**src/cmo_pkg.sv**
```systemverilog
// Package for the cache and TLB maintenance command block.
// Shared by the interface, the core-side issuer and the command engine.
package cmo_pkg;

	// Primary register numbers of the maintenance space
	localparam logic [3:0] CRN_CACHE = 4'h7;
	localparam logic [3:0] CRN_TLB = 4'h8;
	localparam logic [3:0] CRN_CLOCK = 4'h9;
	localparam logic [3:0] CRN_TLOCK = 4'hA;

	// Secondary opcodes
	localparam logic [2:0] OP2_0 = 3'h0;
	localparam logic [2:0] OP2_1 = 3'h1;
	localparam logic [2:0] OP2_DRAIN = 3'h4;
	localparam logic [2:0] OP2_ALLOC = 3'h5;
	localparam logic [2:0] OP2_BTT = 3'h6;

	// Operand register selects
	localparam logic [3:0] SEL_ICL = 4'h1;
	localparam logic [3:0] SEL_DCL = 4'h2;
	localparam logic [3:0] SEL_ITLK = 4'h4;
	localparam logic [3:0] SEL_I = 4'h5;
	localparam logic [3:0] SEL_D = 4'h6;
	localparam logic [3:0] SEL_ID = 4'h7;
	localparam logic [3:0] SEL_DTLK = 4'h8;
	localparam logic [3:0] SEL_CLEAN = 4'hA;

	// Line tag field of the data word
	localparam int TAG_MSB = 31;
	localparam int TAG_LSB = 5;
	localparam int TAG_W = TAG_MSB - TAG_LSB + 1;

	// Lock mode bit of the data cache lock register
	localparam int LOCK_BIT = 0;
	localparam logic LOCK_RESET = 1'b0;

	// Action codes sent to the cache and TLB hardware
	typedef enum logic [4:0] {
		ACT_NONE, ACT_INV_ID_BTT, ACT_INV_I_BTT, ACT_INV_D, ACT_INV_ILINE,
		ACT_INV_DLINE, ACT_CLEAN_DLINE, ACT_DRAIN, ACT_INV_BTT, ACT_ALLOC,
		ACT_INV_ITLB_DTLB, ACT_INV_ITLB, ACT_INV_DTLB, ACT_INV_IENT,
		ACT_INV_DENT, ACT_LOCK_ILINE, ACT_UNLOCK_I, ACT_UNLOCK_D,
		ACT_TLOCK_I, ACT_TLOCK_D, ACT_TUNLOCK_I, ACT_TUNLOCK_D
	} cmo_act_t;

	// Decode of one write command; unlisted codes become ACT_NONE
	function automatic cmo_act_t cmo_decode(input logic [3:0] crn,
			input logic [2:0] op2, input logic [3:0] sel);
		cmo_act_t a;
		a = ACT_NONE;
		unique case (crn)
			CRN_CACHE: begin
				if (op2 == OP2_0 && sel == SEL_ID) a = ACT_INV_ID_BTT;
				if (op2 == OP2_0 && sel == SEL_I) a = ACT_INV_I_BTT;
				if (op2 == OP2_0 && sel == SEL_D) a = ACT_INV_D;
				if (op2 == OP2_1 && sel == SEL_I) a = ACT_INV_ILINE;
				if (op2 == OP2_1 && sel == SEL_D) a = ACT_INV_DLINE;
				if (op2 == OP2_1 && sel == SEL_CLEAN) a = ACT_CLEAN_DLINE;
				if (op2 == OP2_DRAIN && sel == SEL_CLEAN) a = ACT_DRAIN;
				if (op2 == OP2_BTT && sel == SEL_I) a = ACT_INV_BTT;
				if (op2 == OP2_ALLOC && sel == SEL_DCL) a = ACT_ALLOC;
			end
			CRN_TLB: begin
				if (op2 == OP2_0 && sel == SEL_ID) a = ACT_INV_ITLB_DTLB;
				if (op2 == OP2_0 && sel == SEL_I) a = ACT_INV_ITLB;
				if (op2 == OP2_0 && sel == SEL_D) a = ACT_INV_DTLB;
				if (op2 == OP2_1 && sel == SEL_I) a = ACT_INV_IENT;
				if (op2 == OP2_1 && sel == SEL_D) a = ACT_INV_DENT;
			end
			CRN_CLOCK: begin
				if (op2 == OP2_0 && sel == SEL_ICL) a = ACT_LOCK_ILINE;
				if (op2 == OP2_1 && sel == SEL_ICL) a = ACT_UNLOCK_I;
				if (op2 == OP2_1 && sel == SEL_DCL) a = ACT_UNLOCK_D;
			end
			CRN_TLOCK: begin
				if (op2 == OP2_0 && sel == SEL_ITLK) a = ACT_TLOCK_I;
				if (op2 == OP2_0 && sel == SEL_DTLK) a = ACT_TLOCK_D;
				if (op2 == OP2_1 && sel == SEL_ITLK) a = ACT_TUNLOCK_I;
				if (op2 == OP2_1 && sel == SEL_DTLK) a = ACT_TUNLOCK_D;
			end
			default: a = ACT_NONE;
		endcase
		return a;
	endfunction

endpackage

```
**src/cmo_if.sv**
```systemverilog
// Command path between the core's coprocessor write/read issue and the
// maintenance command engine. One clock, shared with both ends.
`timescale 1ns/100ps
interface cmo_if (input wire logic CLK);
	import cmo_pkg::*;
	logic cmd_valid;
	logic cmd_ready;
	logic cmd_read;
	logic [3:0] cmd_crn;
	logic [2:0] cmd_op2;
	logic [3:0] operand_reg_select;
	logic [31:0] cmd_data;
	logic done;
	logic parity_fault;
	logic [31:0] rd_data;

	modport engine (input CLK, cmd_valid, cmd_read, cmd_crn, cmd_op2,
		operand_reg_select, cmd_data, output cmd_ready, done, parity_fault,
		rd_data);
	modport core (input CLK, cmd_ready, done, parity_fault, rd_data,
		output cmd_valid, cmd_read, cmd_crn, cmd_op2, operand_reg_select,
		cmd_data);
endinterface

```
**src/cmo_engine.sv**
```systemverilog
// Maintenance command engine: decodes commands from the core and drives
// one-cycle action pulses to the caches and TLBs, and a drain request
// held until the write and fill buffers are empty.
// Assumes cache and TLB hardware reports buffer idle and line presence.
`timescale 1ns/100ps
module cmo_engine
	import cmo_pkg::*;
(
	// Clock and reset
	input wire logic CLK,
	input wire logic RST,
	// Command link
	cmo_if.engine LINK,
	// Status from the memory system
	input wire logic WBUF_EMPTY,
	input wire logic FBUF_EMPTY,
	input wire logic MEM_IDLE,
	input wire logic DLINE_HIT,
	input wire logic VICTIM_DIRTY,
	input wire logic EVICT_DONE,
	input wire logic CLEAN_DONE,
	input wire logic CLEAN_PERR,
	// Action outputs
	output logic ACT_VALID,
	output cmo_act_t ACT_CODE,
	output logic [31:0] ACT_ADDR,
	output logic [TAG_W-1:0] ALLOC_TAG,
	output logic ALLOC_DIRTY,
	output logic ALLOC_MAIN_ONLY,
	output logic PROBE,
	output logic EVICT_REQ,
	output logic CLEAN_REQ,
	output logic DRAIN_REQ,
	output logic DLOCK_MODE
);
	typedef enum logic [2:0] {
		ST_IDLE, ST_DRAIN, ST_AWAIT_MEM, ST_PROBE, ST_EVICT, ST_CLEAN,
		ST_DONE
	} cmo_state_t;

	typedef struct packed {
		cmo_state_t state;
		cmo_act_t act;
		logic [31:0] addr;
		logic act_valid;
		logic done;
		logic perr;
		logic lock_mode;
	} cmo_eng_st_t;

	cmo_eng_st_t s_reg, s_next;
	cmo_act_t dec;

	// Data cache lock register: the only command space that may be read
	function automatic logic is_lock_reg(input logic [3:0] crn,
			input logic [2:0] op2, input logic [3:0] sel);
		return crn == CRN_CLOCK && op2 == OP2_0 && sel == SEL_DCL;
	endfunction

	// Enable bits of the caches and MMU are not inputs here, so no command
	// can depend on them and no enable change can touch cache state.
	assign dec = cmo_decode(LINK.cmd_crn, LINK.cmd_op2,
		LINK.operand_reg_select);

	assign LINK.cmd_ready = s_reg.state == ST_IDLE;

	always_comb begin
		s_next = s_reg;
		s_next.act_valid = 1'b0;
		s_next.done = 1'b0;
		unique case (s_reg.state)
			ST_IDLE: begin
				s_next.perr = 1'b0;
				if (LINK.cmd_valid) begin
					s_next.addr = LINK.cmd_data;
					s_next.act = dec;
					s_next.state = ST_DONE;
					if (LINK.cmd_read) begin
						// Only lock mode read reaches here; others undefined
						s_next.act = ACT_NONE;
					end else if (dec == ACT_DRAIN) begin
						s_next.state = ST_DRAIN;
					end else if (dec == ACT_ALLOC) begin
						s_next.state = ST_AWAIT_MEM;
					end else if (dec == ACT_CLEAN_DLINE) begin
						s_next.state = ST_CLEAN;
					end else if (is_lock_reg(LINK.cmd_crn, LINK.cmd_op2,
							LINK.operand_reg_select)) begin
						s_next.lock_mode = LINK.cmd_data[LOCK_BIT];
					end else begin
						// Every action is a single-cycle pulse; none
						// unlisted reaches the cache hardware
						s_next.act_valid = dec != ACT_NONE;
					end
				end
			end
			ST_DRAIN: begin
				if (WBUF_EMPTY && FBUF_EMPTY) begin
					s_next.state = ST_DONE;
				end
			end
			ST_AWAIT_MEM: begin
				if (MEM_IDLE) begin
					s_next.state = ST_PROBE;
				end
			end
			ST_PROBE: begin
				if (DLINE_HIT) begin
					s_next.state = ST_DONE;
				end else if (VICTIM_DIRTY) begin
					s_next.state = ST_EVICT;
				end else begin
					s_next.act_valid = 1'b1;
					s_next.state = ST_DONE;
				end
			end
			ST_EVICT: begin
				if (EVICT_DONE) begin
					s_next.act_valid = 1'b1;
					s_next.state = ST_DONE;
				end
			end
			ST_CLEAN: begin
				if (CLEAN_DONE) begin
					s_next.perr = CLEAN_PERR;
					s_next.state = ST_DONE;
				end
			end
			ST_DONE: begin
				s_next.done = 1'b1;
				s_next.state = ST_IDLE;
			end
			// The spare state code falls back to idle rather than hang
			default: begin
				s_next.state = ST_IDLE;
			end
		endcase
	end

	always_ff @(posedge CLK) begin
		if (RST) begin
			s_reg <= '{state: ST_IDLE,
				act: ACT_NONE,
				addr: '0,
				act_valid: 1'b0,
				done: 1'b0,
				perr: 1'b0,
				lock_mode: LOCK_RESET};
		end else begin
			s_reg <= s_next;
		end
	end

	// Address passed raw: no permission check, never a translation fault
	assign ACT_ADDR = s_reg.addr;
	assign ACT_VALID = s_reg.act_valid;
	// Line invalidate of the instruction cache carries its own code and
	// never hits the branch table; a table invalidate needs its own command.
	assign ACT_CODE = s_reg.act;
	assign ALLOC_TAG = s_reg.addr[TAG_MSB:TAG_LSB];
	// Data bytes of the new line are not written by this block
	assign ALLOC_DIRTY = 1'b0;
	assign ALLOC_MAIN_ONLY = 1'b1;
	assign PROBE = s_reg.state == ST_PROBE;
	assign EVICT_REQ = s_reg.state == ST_EVICT;
	assign CLEAN_REQ = s_reg.state == ST_CLEAN;
	assign DRAIN_REQ = s_reg.state == ST_DRAIN;
	assign DLOCK_MODE = s_reg.lock_mode;
	assign LINK.done = s_reg.done;
	assign LINK.parity_fault = s_reg.done && s_reg.perr;
	assign LINK.rd_data = {31'h0, s_reg.lock_mode};
endmodule // cmo_engine

```
**src/flat_wrapper.sv**
```systemverilog
// flat-port wrapper written by rule: the top's interface ports become plain ports
module cmo_engine_flat import cmo_pkg::*;
  (CLK, RST, WBUF_EMPTY, FBUF_EMPTY, MEM_IDLE, DLINE_HIT, VICTIM_DIRTY, EVICT_DONE, CLEAN_DONE, CLEAN_PERR, ACT_VALID, ACT_CODE, ACT_ADDR, ALLOC_TAG, ALLOC_DIRTY, ALLOC_MAIN_ONLY, PROBE, EVICT_REQ, CLEAN_REQ, DRAIN_REQ, DLOCK_MODE, LINK_cmd_valid, LINK_cmd_read, LINK_cmd_crn, LINK_cmd_op2, LINK_operand_reg_select, LINK_cmd_data, LINK_cmd_ready, LINK_done, LINK_parity_fault, LINK_rd_data);
  cmo_if LINK_i (.CLK(CLK));
  input wire logic CLK;
  input wire logic RST;
  input wire logic WBUF_EMPTY;
  input wire logic FBUF_EMPTY;
  input wire logic MEM_IDLE;
  input wire logic DLINE_HIT;
  input wire logic VICTIM_DIRTY;
  input wire logic EVICT_DONE;
  input wire logic CLEAN_DONE;
  input wire logic CLEAN_PERR;
  output logic ACT_VALID;
  output cmo_act_t ACT_CODE;
  output logic [31:0] ACT_ADDR;
  output logic [TAG_W-1:0] ALLOC_TAG;
  output logic ALLOC_DIRTY;
  output logic ALLOC_MAIN_ONLY;
  output logic PROBE;
  output logic EVICT_REQ;
  output logic CLEAN_REQ;
  output logic DRAIN_REQ;
  output logic DLOCK_MODE;
  input wire logic [$bits(LINK_i.cmd_valid)-1:0] LINK_cmd_valid;
  input wire logic [$bits(LINK_i.cmd_read)-1:0] LINK_cmd_read;
  input wire logic [$bits(LINK_i.cmd_crn)-1:0] LINK_cmd_crn;
  input wire logic [$bits(LINK_i.cmd_op2)-1:0] LINK_cmd_op2;
  input wire logic [$bits(LINK_i.operand_reg_select)-1:0] LINK_operand_reg_select;
  input wire logic [$bits(LINK_i.cmd_data)-1:0] LINK_cmd_data;
  output wire logic [$bits(LINK_i.cmd_ready)-1:0] LINK_cmd_ready;
  output wire logic [$bits(LINK_i.done)-1:0] LINK_done;
  output wire logic [$bits(LINK_i.parity_fault)-1:0] LINK_parity_fault;
  output wire logic [$bits(LINK_i.rd_data)-1:0] LINK_rd_data;
  assign LINK_i.cmd_valid = LINK_cmd_valid;
  assign LINK_i.cmd_read = LINK_cmd_read;
  assign LINK_i.cmd_crn = LINK_cmd_crn;
  assign LINK_i.cmd_op2 = LINK_cmd_op2;
  assign LINK_i.operand_reg_select = LINK_operand_reg_select;
  assign LINK_i.cmd_data = LINK_cmd_data;
  assign LINK_cmd_ready = LINK_i.cmd_ready;
  assign LINK_done = LINK_i.done;
  assign LINK_parity_fault = LINK_i.parity_fault;
  assign LINK_rd_data = LINK_i.rd_data;
  cmo_engine u_core (.CLK(CLK), .RST(RST), .LINK(LINK_i), .WBUF_EMPTY(WBUF_EMPTY), .FBUF_EMPTY(FBUF_EMPTY), .MEM_IDLE(MEM_IDLE), .DLINE_HIT(DLINE_HIT), .VICTIM_DIRTY(VICTIM_DIRTY), .EVICT_DONE(EVICT_DONE), .CLEAN_DONE(CLEAN_DONE), .CLEAN_PERR(CLEAN_PERR), .ACT_VALID(ACT_VALID), .ACT_CODE(ACT_CODE), .ACT_ADDR(ACT_ADDR), .ALLOC_TAG(ALLOC_TAG), .ALLOC_DIRTY(ALLOC_DIRTY), .ALLOC_MAIN_ONLY(ALLOC_MAIN_ONLY), .PROBE(PROBE), .EVICT_REQ(EVICT_REQ), .CLEAN_REQ(CLEAN_REQ), .DRAIN_REQ(DRAIN_REQ), .DLOCK_MODE(DLOCK_MODE));
endmodule
```
**config.mk**
```make
export PLATFORM = sky130hd
export DESIGN_NAME = cmo_engine_flat
export DESIGN_NICKNAME = d
export VERILOG_FILES = /design/src/cmo_pkg.sv /design/src/cmo_if.sv /design/src/cmo_engine.sv /design/src/flat_wrapper.sv
export SDC_FILE = /design/constraint.sdc
export NUM_CORES = 1
export LEC_CHECK = 0
export ABC_AREA = 1
export BUFFER_PORTS_ARGS = -buffer_cell sky130_fd_sc_hd__clkbuf_2
export CORE_UTILIZATION = 49
export CTS_CLUSTER_DIAMETER = 80
export CTS_CLUSTER_SIZE = 10
export DETAILED_ROUTE_END_ITERATION = 6
export GPL_ROUTABILITY_DRIVEN = 0
export PLACE_DENSITY_LB_ADDON = 0.15
export SETUP_SLACK_MARGIN = 0.4
export SLEW_MARGIN = 10
export SYNTH_ARGS = -nofsm -noshare
export SYNTH_HDL_FRONTEND = slang
export SYNTH_SLANG_ARGS = --single-unit
```
**constraint.sdc**
```tcl
create_clock -name CLK -period 3.42 [get_ports CLK]
set_input_delay 0.684 -clock CLK [delete_from_list [all_inputs] [get_ports CLK]]
set_output_delay 0.684 -clock CLK [all_outputs]
set_load 0.05 [all_outputs]
```
Word level (Yosys, flattened, before mapping) --
Cells that the tools add are included.
Word-level totals: RAM bits 0, memories 0, output and inout port bits 107, flip-flop bits (word level) 44, logic and storage cells 116, bits in read-only memories 0, bits in latches 0, input port bits 55
Cells by class: shift operators 0, divide/modulo/power cells 0, multiplexer cells 47, bitwise logic cells 4, $add $sub $neg 0, reduce and logical (&&, ||, !) cells 28, multiply operators 0, magnitude comparators 0, eq/ne operators 30
Operators with widths (count):
- two-way mux 41 bit | 1
- two-way mux 5 bit | 7
- two-way mux 3 bit | 11
- two-way mux 4 bit | 8
- equality test 4 x 3 -> 1 bit, second input constant | 5
- equality test 4 bit, second input constant | 5
- logical AND 1 bit | 20
- one-hot mux 5 bit (4 select lines) | 1
- equality test 3 bit, second input constant | 6
- one-hot mux 3 bit (6 select lines) | 1
- two-way mux 1 bit | 11
- equality test 5 x 3 -> 1 bit, second input constant | 2
- two-way mux 2 bit | 5
- inequality test 2 bit, second input constant | 4
- AND reduction 7 bit | 1
- equality test 3 x 1 -> 1 bit, second input constant | 2
- equality test 3 x 2 -> 1 bit, second input constant | 2
- logical NOT 3 bit | 2
- equality test 5 x 4 -> 1 bit, second input constant | 1
- AND reduction 5 bit | 1
- nonzero test 5 bit | 1
- equality test 4 x 1 -> 1 bit, second input constant | 1
- equality test 4 x 2 -> 1 bit, second input constant | 1
- inverter 1 bit | 4
- other kinds (5) | 6

Logic depth before layout (Yosys ltp) --
word-level depth 20, mapped depth 15, gate-level depth less buffers 15

Worst setup path before layout --
Ideal clock, no wire load.
path kind register -> register, start point reg u_core.s_reg[41] (netlist name), end point reg u_core.s_reg[43] (netlist name), clock period less this slack 1.989 ns, arrival time 1.922 ns, slack 1.431 ns, path buffers 0, setup time 0.067 ns, stages on the path, launching flop included 8, path through dfxtp_1 -> nand2_1 -> nor2_1 -> nand2_1 -> o21ai_1 -> a2111oi_2 -> or2_2 -> a21oi_2
On the way: longest elaborated chain between the ends 3
RTL lines:
- start, declared | line cmo_engine.sv:51 | cmo_eng_st_t s_reg, s_next;
- start signal, assigned | line cmo_engine.sv:142 | s_reg <= '{state: ST_IDLE,
- start signal, assigned | line cmo_engine.sv:150 | s_reg <= s_next;
- equality test 3 x 1 -> 1 bit (*)
- via DRAIN_REQ | line flat_wrapper.sv:24 | output logic DRAIN_REQ;
- inequality test 2 x 1 -> 1 bit (no line)
- AND reduction 5 bit (no line)
The timed path passes the listed nets; every way through them passes the cells marked *. A chain may end at the register's enable or synchronous reset.

Worst setup path in the final report --
start point reg u_core.s_reg[42] (netlist name), end point out EVICT_REQ
On the way: longest elaborated chain between the ends 1
RTL lines:
- equality test 3 bit | line cmo_engine.sv:165 | assign EVICT_REQ = s_reg.state == ST_EVICT;
- end, declared | line flat_wrapper.sv:22 | output logic EVICT_REQ;
No other way between the ends.

==> results_dict.tcl <==
set metrics [dict create \
    reg2reg_slack_ps 1640 \
    avgSynthCellArea_sq_um 6.778 \
    maxSlewHeadroom 0.4497 \
    instances_no_fill 566 \
    p_clk_frac 0.123 \
    rsz0062_at_grt "false" \
    worstPathRequired_ps 2740 \
    grt_usage 0.1830 \
    cp_max_fo 5 \
    cts_max_level 2 \
    dr.first_iter.drc_count 104 \
    die_area_sq_um 6317 \
    holdWs_ps 474.3 \
    cp.arrival_ps 1410 \
    worstSetupEndpoint "EVICT_REQ" \
    power.internal_uw 1125 \
    setup_viol 0 \
    cts_resized 0 \
    maxCapViolations 0 \
    cts_sinks 44 \
    status "finished clean" \
    portBuffers 128 \
    dp_cells 558 \
    worstSkewPairLatency_ps 290 \
    dr.pass1.iters 4 \
    fin_crit_sh 0.6137 \
    pin_count 162 \
    grt_pass1_vias 2106 \
    cts_setup_buffers 0 \
    area_growth_syn_to_layout_pct 5.955 \
    overflow 0 \
    drv_slew 0 \
    yosysWarnings 0 \
    synth_area_sq_um 2942 \
    cts-root-buf "clkbuf_8" \
    utilization 0.5525 \
    start_kind "flop" \
    grt_max_degree 38 \
    hold_class "reg2reg" \
    dieWidth_um 79.48 \
    p_per_area_nw_per_um2 879.6 \
    grt_pass1_wl_mm 9.170 \
    drive_gt1_frac 0.3381 \
    ys_types 30 \
    insertedDiodeCount 0 \
    clk_pin_slew_worst_paths_ps 80 \
    numCtsBuffers 5 \
    skew_ps 3.804 \
    fmax_mhz 476.4 \
    r2r-start "u_core.s_reg[41]" \
    rows 27 \
    ys_seq_area_frac 0.2994 \
    reg2reg_to "u_core.s_reg[41]" \
    fillerInstances 556 \
    coreArea_sq_um 5642 \
    cts_tree "done" \
    synthCells 434 \
    fin_ws_ps 1321 \
    synth_seq_cells 44 \
    ctsHoldBuffers 0 \
    place_ws_ps 1315 \
    combPwrFrac 0.598 \
    crit_path_end_kind "output port" \
    cts_buffer_depth 2 \
    r2r_cells 9 \
    grt_antenna_before_repair 0 \
    p_switching_uw 1617 \
    worstSetupStartpoint "u_core.s_reg[42]" \
    die_y_um 79.48 \
    num_vias 2611 \
    finalNetCount 548 \
    leakagePower_uw 0.001694 \
    dp_hpwl_mm 4.511 \
    swShare 0.5897 \
    wl_per_cell_um 10.52 \
    post-route-min-period_ps 2099 \
    start_util 0.5214 \
    ant_nets 0 \
    largest_reg_flops 32 \
    fin_setup_tns_ps 0 \
    pwr-share-seq 0.279 \
    route.detailed.drc 0 \
    vdd_ir_drop_max_mv 0.4680 \
    crit_type "reg2out" \
    tightestPinTransition_ps 824.5 \
    wirelength_mm 5.957 \
    hold_violations 0 \
    avgViaCountPerCell 4.613 \
]
synthesized netlist by cell type (all sizes together):
| library cell | n | share of area |
|---|---|---|
| nand2 | 67 | 0.092 |
| nor2 | 98 | 0.13 |
| buf | 102 | 0.26 |
| dfxtp | 44 | 0.30 |
| or2 | 1 | 0.0021 |
| a2111oi | 1 | 0.0051 |
| inv | 30 | 0.038 |
| o21ai | 43 | 0.074 |
| nor4 | 1 | 0.0021 |
| nand3 | 7 | 0.015 |
| conb | 2 | 0.0026 |
| o21bai | 1 | 0.0026 |
| clkbuf | 6 | 0.0077 |
| a21oi | 16 | 0.030 |
| o41ai | 1 | 0.0030 |
| nand3b | 2 | 0.0051 |
| nand4 | 6 | 0.015 |
| nor3 | 6 | 0.016 |
power groups by stage:
stage | logic [uW] | registers, uW | clock network [uW]
after detailed placement | 1650 | 774 | 0
after floorplan | 1670 | 756 | 0
final | 1640 | 765 | 338
after global routing | 1730 | 789 | 367
after CTS | 1650 | 764 | 349
after global placement | 1640 | 769 | 0
cell type report:
type	instances	area [sq um]	area share
sequential	44	880.8	0.2826
timing repair buffer	129	648.1	0.2079
clock buffer	7	86.33	0.02770
multi-input combinational	283	1291	0.4143
inverter	30	112.6	0.03613
tap	72	90.09	0.02890
clock inverter	1	7.507	0.002409
per-layer routing:
layer | GRT usage | vias to the layer above | routed length [um]
li1 | - | 1355 | -
met1 | 0.2151 | 1130 | 2663
met2 | 0.3248 | 119 | 2776
met3 | 0.03543 | 7 | 429
met4 | 0.06909 | 0 | 88
met5 | 0 | - | 0
critical path, cell delays in order, from the launching register on:
cell and delay [ps]:
dfxtp_1 350, inv_1 150, nand2_1 140, nor2_1 170
clkbuf_2 310
worst min path at each step:
stage	startpoint	end	slack [ps]	depth (start not counted)
final	u_core.ACT_CODE[0]	u_core.ACT_CODE[0]	470	2
after global routing	u_core.ACT_CODE[4]	u_core.ACT_CODE[4]	500	2
after CTS	u_core.ACT_CODE[3]	u_core.ACT_CODE[3]	470	2
after detailed placement	u_core.ACT_CODE[3]	u_core.ACT_CODE[3]	460	2
after global placement	u_core.ACT_CODE[1]	u_core.ACT_CODE[1]	450	2
after floorplan	u_core.ACT_CODE[0]	u_core.ACT_CODE[0]	450	2
cells by family (layout without fill, tap and decap cells):
logic type | count (synthesis) | in the layout | share of synthesized area
other | 2 | 33 | 0.002553
buffers and inverters | 138 | 167 | 0.3011
flip-flops | 44 | 44 | 0.2994
AND/OR/NAND/NOR | 188 | 188 | 0.2820
AO/OA/AOI/OAI | 62 | 62 | 0.1148
stage by stage:
step / power (uW) / area (sq um)
final: 2742 / 3117
after global routing: 2887 / 3117
after CTS: 2762 / 3117
after detailed placement: 2421 / 3023
after global placement: 2412 / 3023
after floorplan: 2426 / 3058
layout by cell type, fill, tap and decap left out, drive strengths merged, types with 2 or more instances in the layout:
master	Yosys	routed
a21oi	16	16
clkbuf	6	135
conb	2	33
dfxtp	44	44
inv	30	30
nand2	67	67
nand3	7	7
nand3b	2	2
nand4	6	6
nor2	98	98
nor3	6	6
o21ai	43	43
Note: power is estimated with default switching activity, not from simulation.
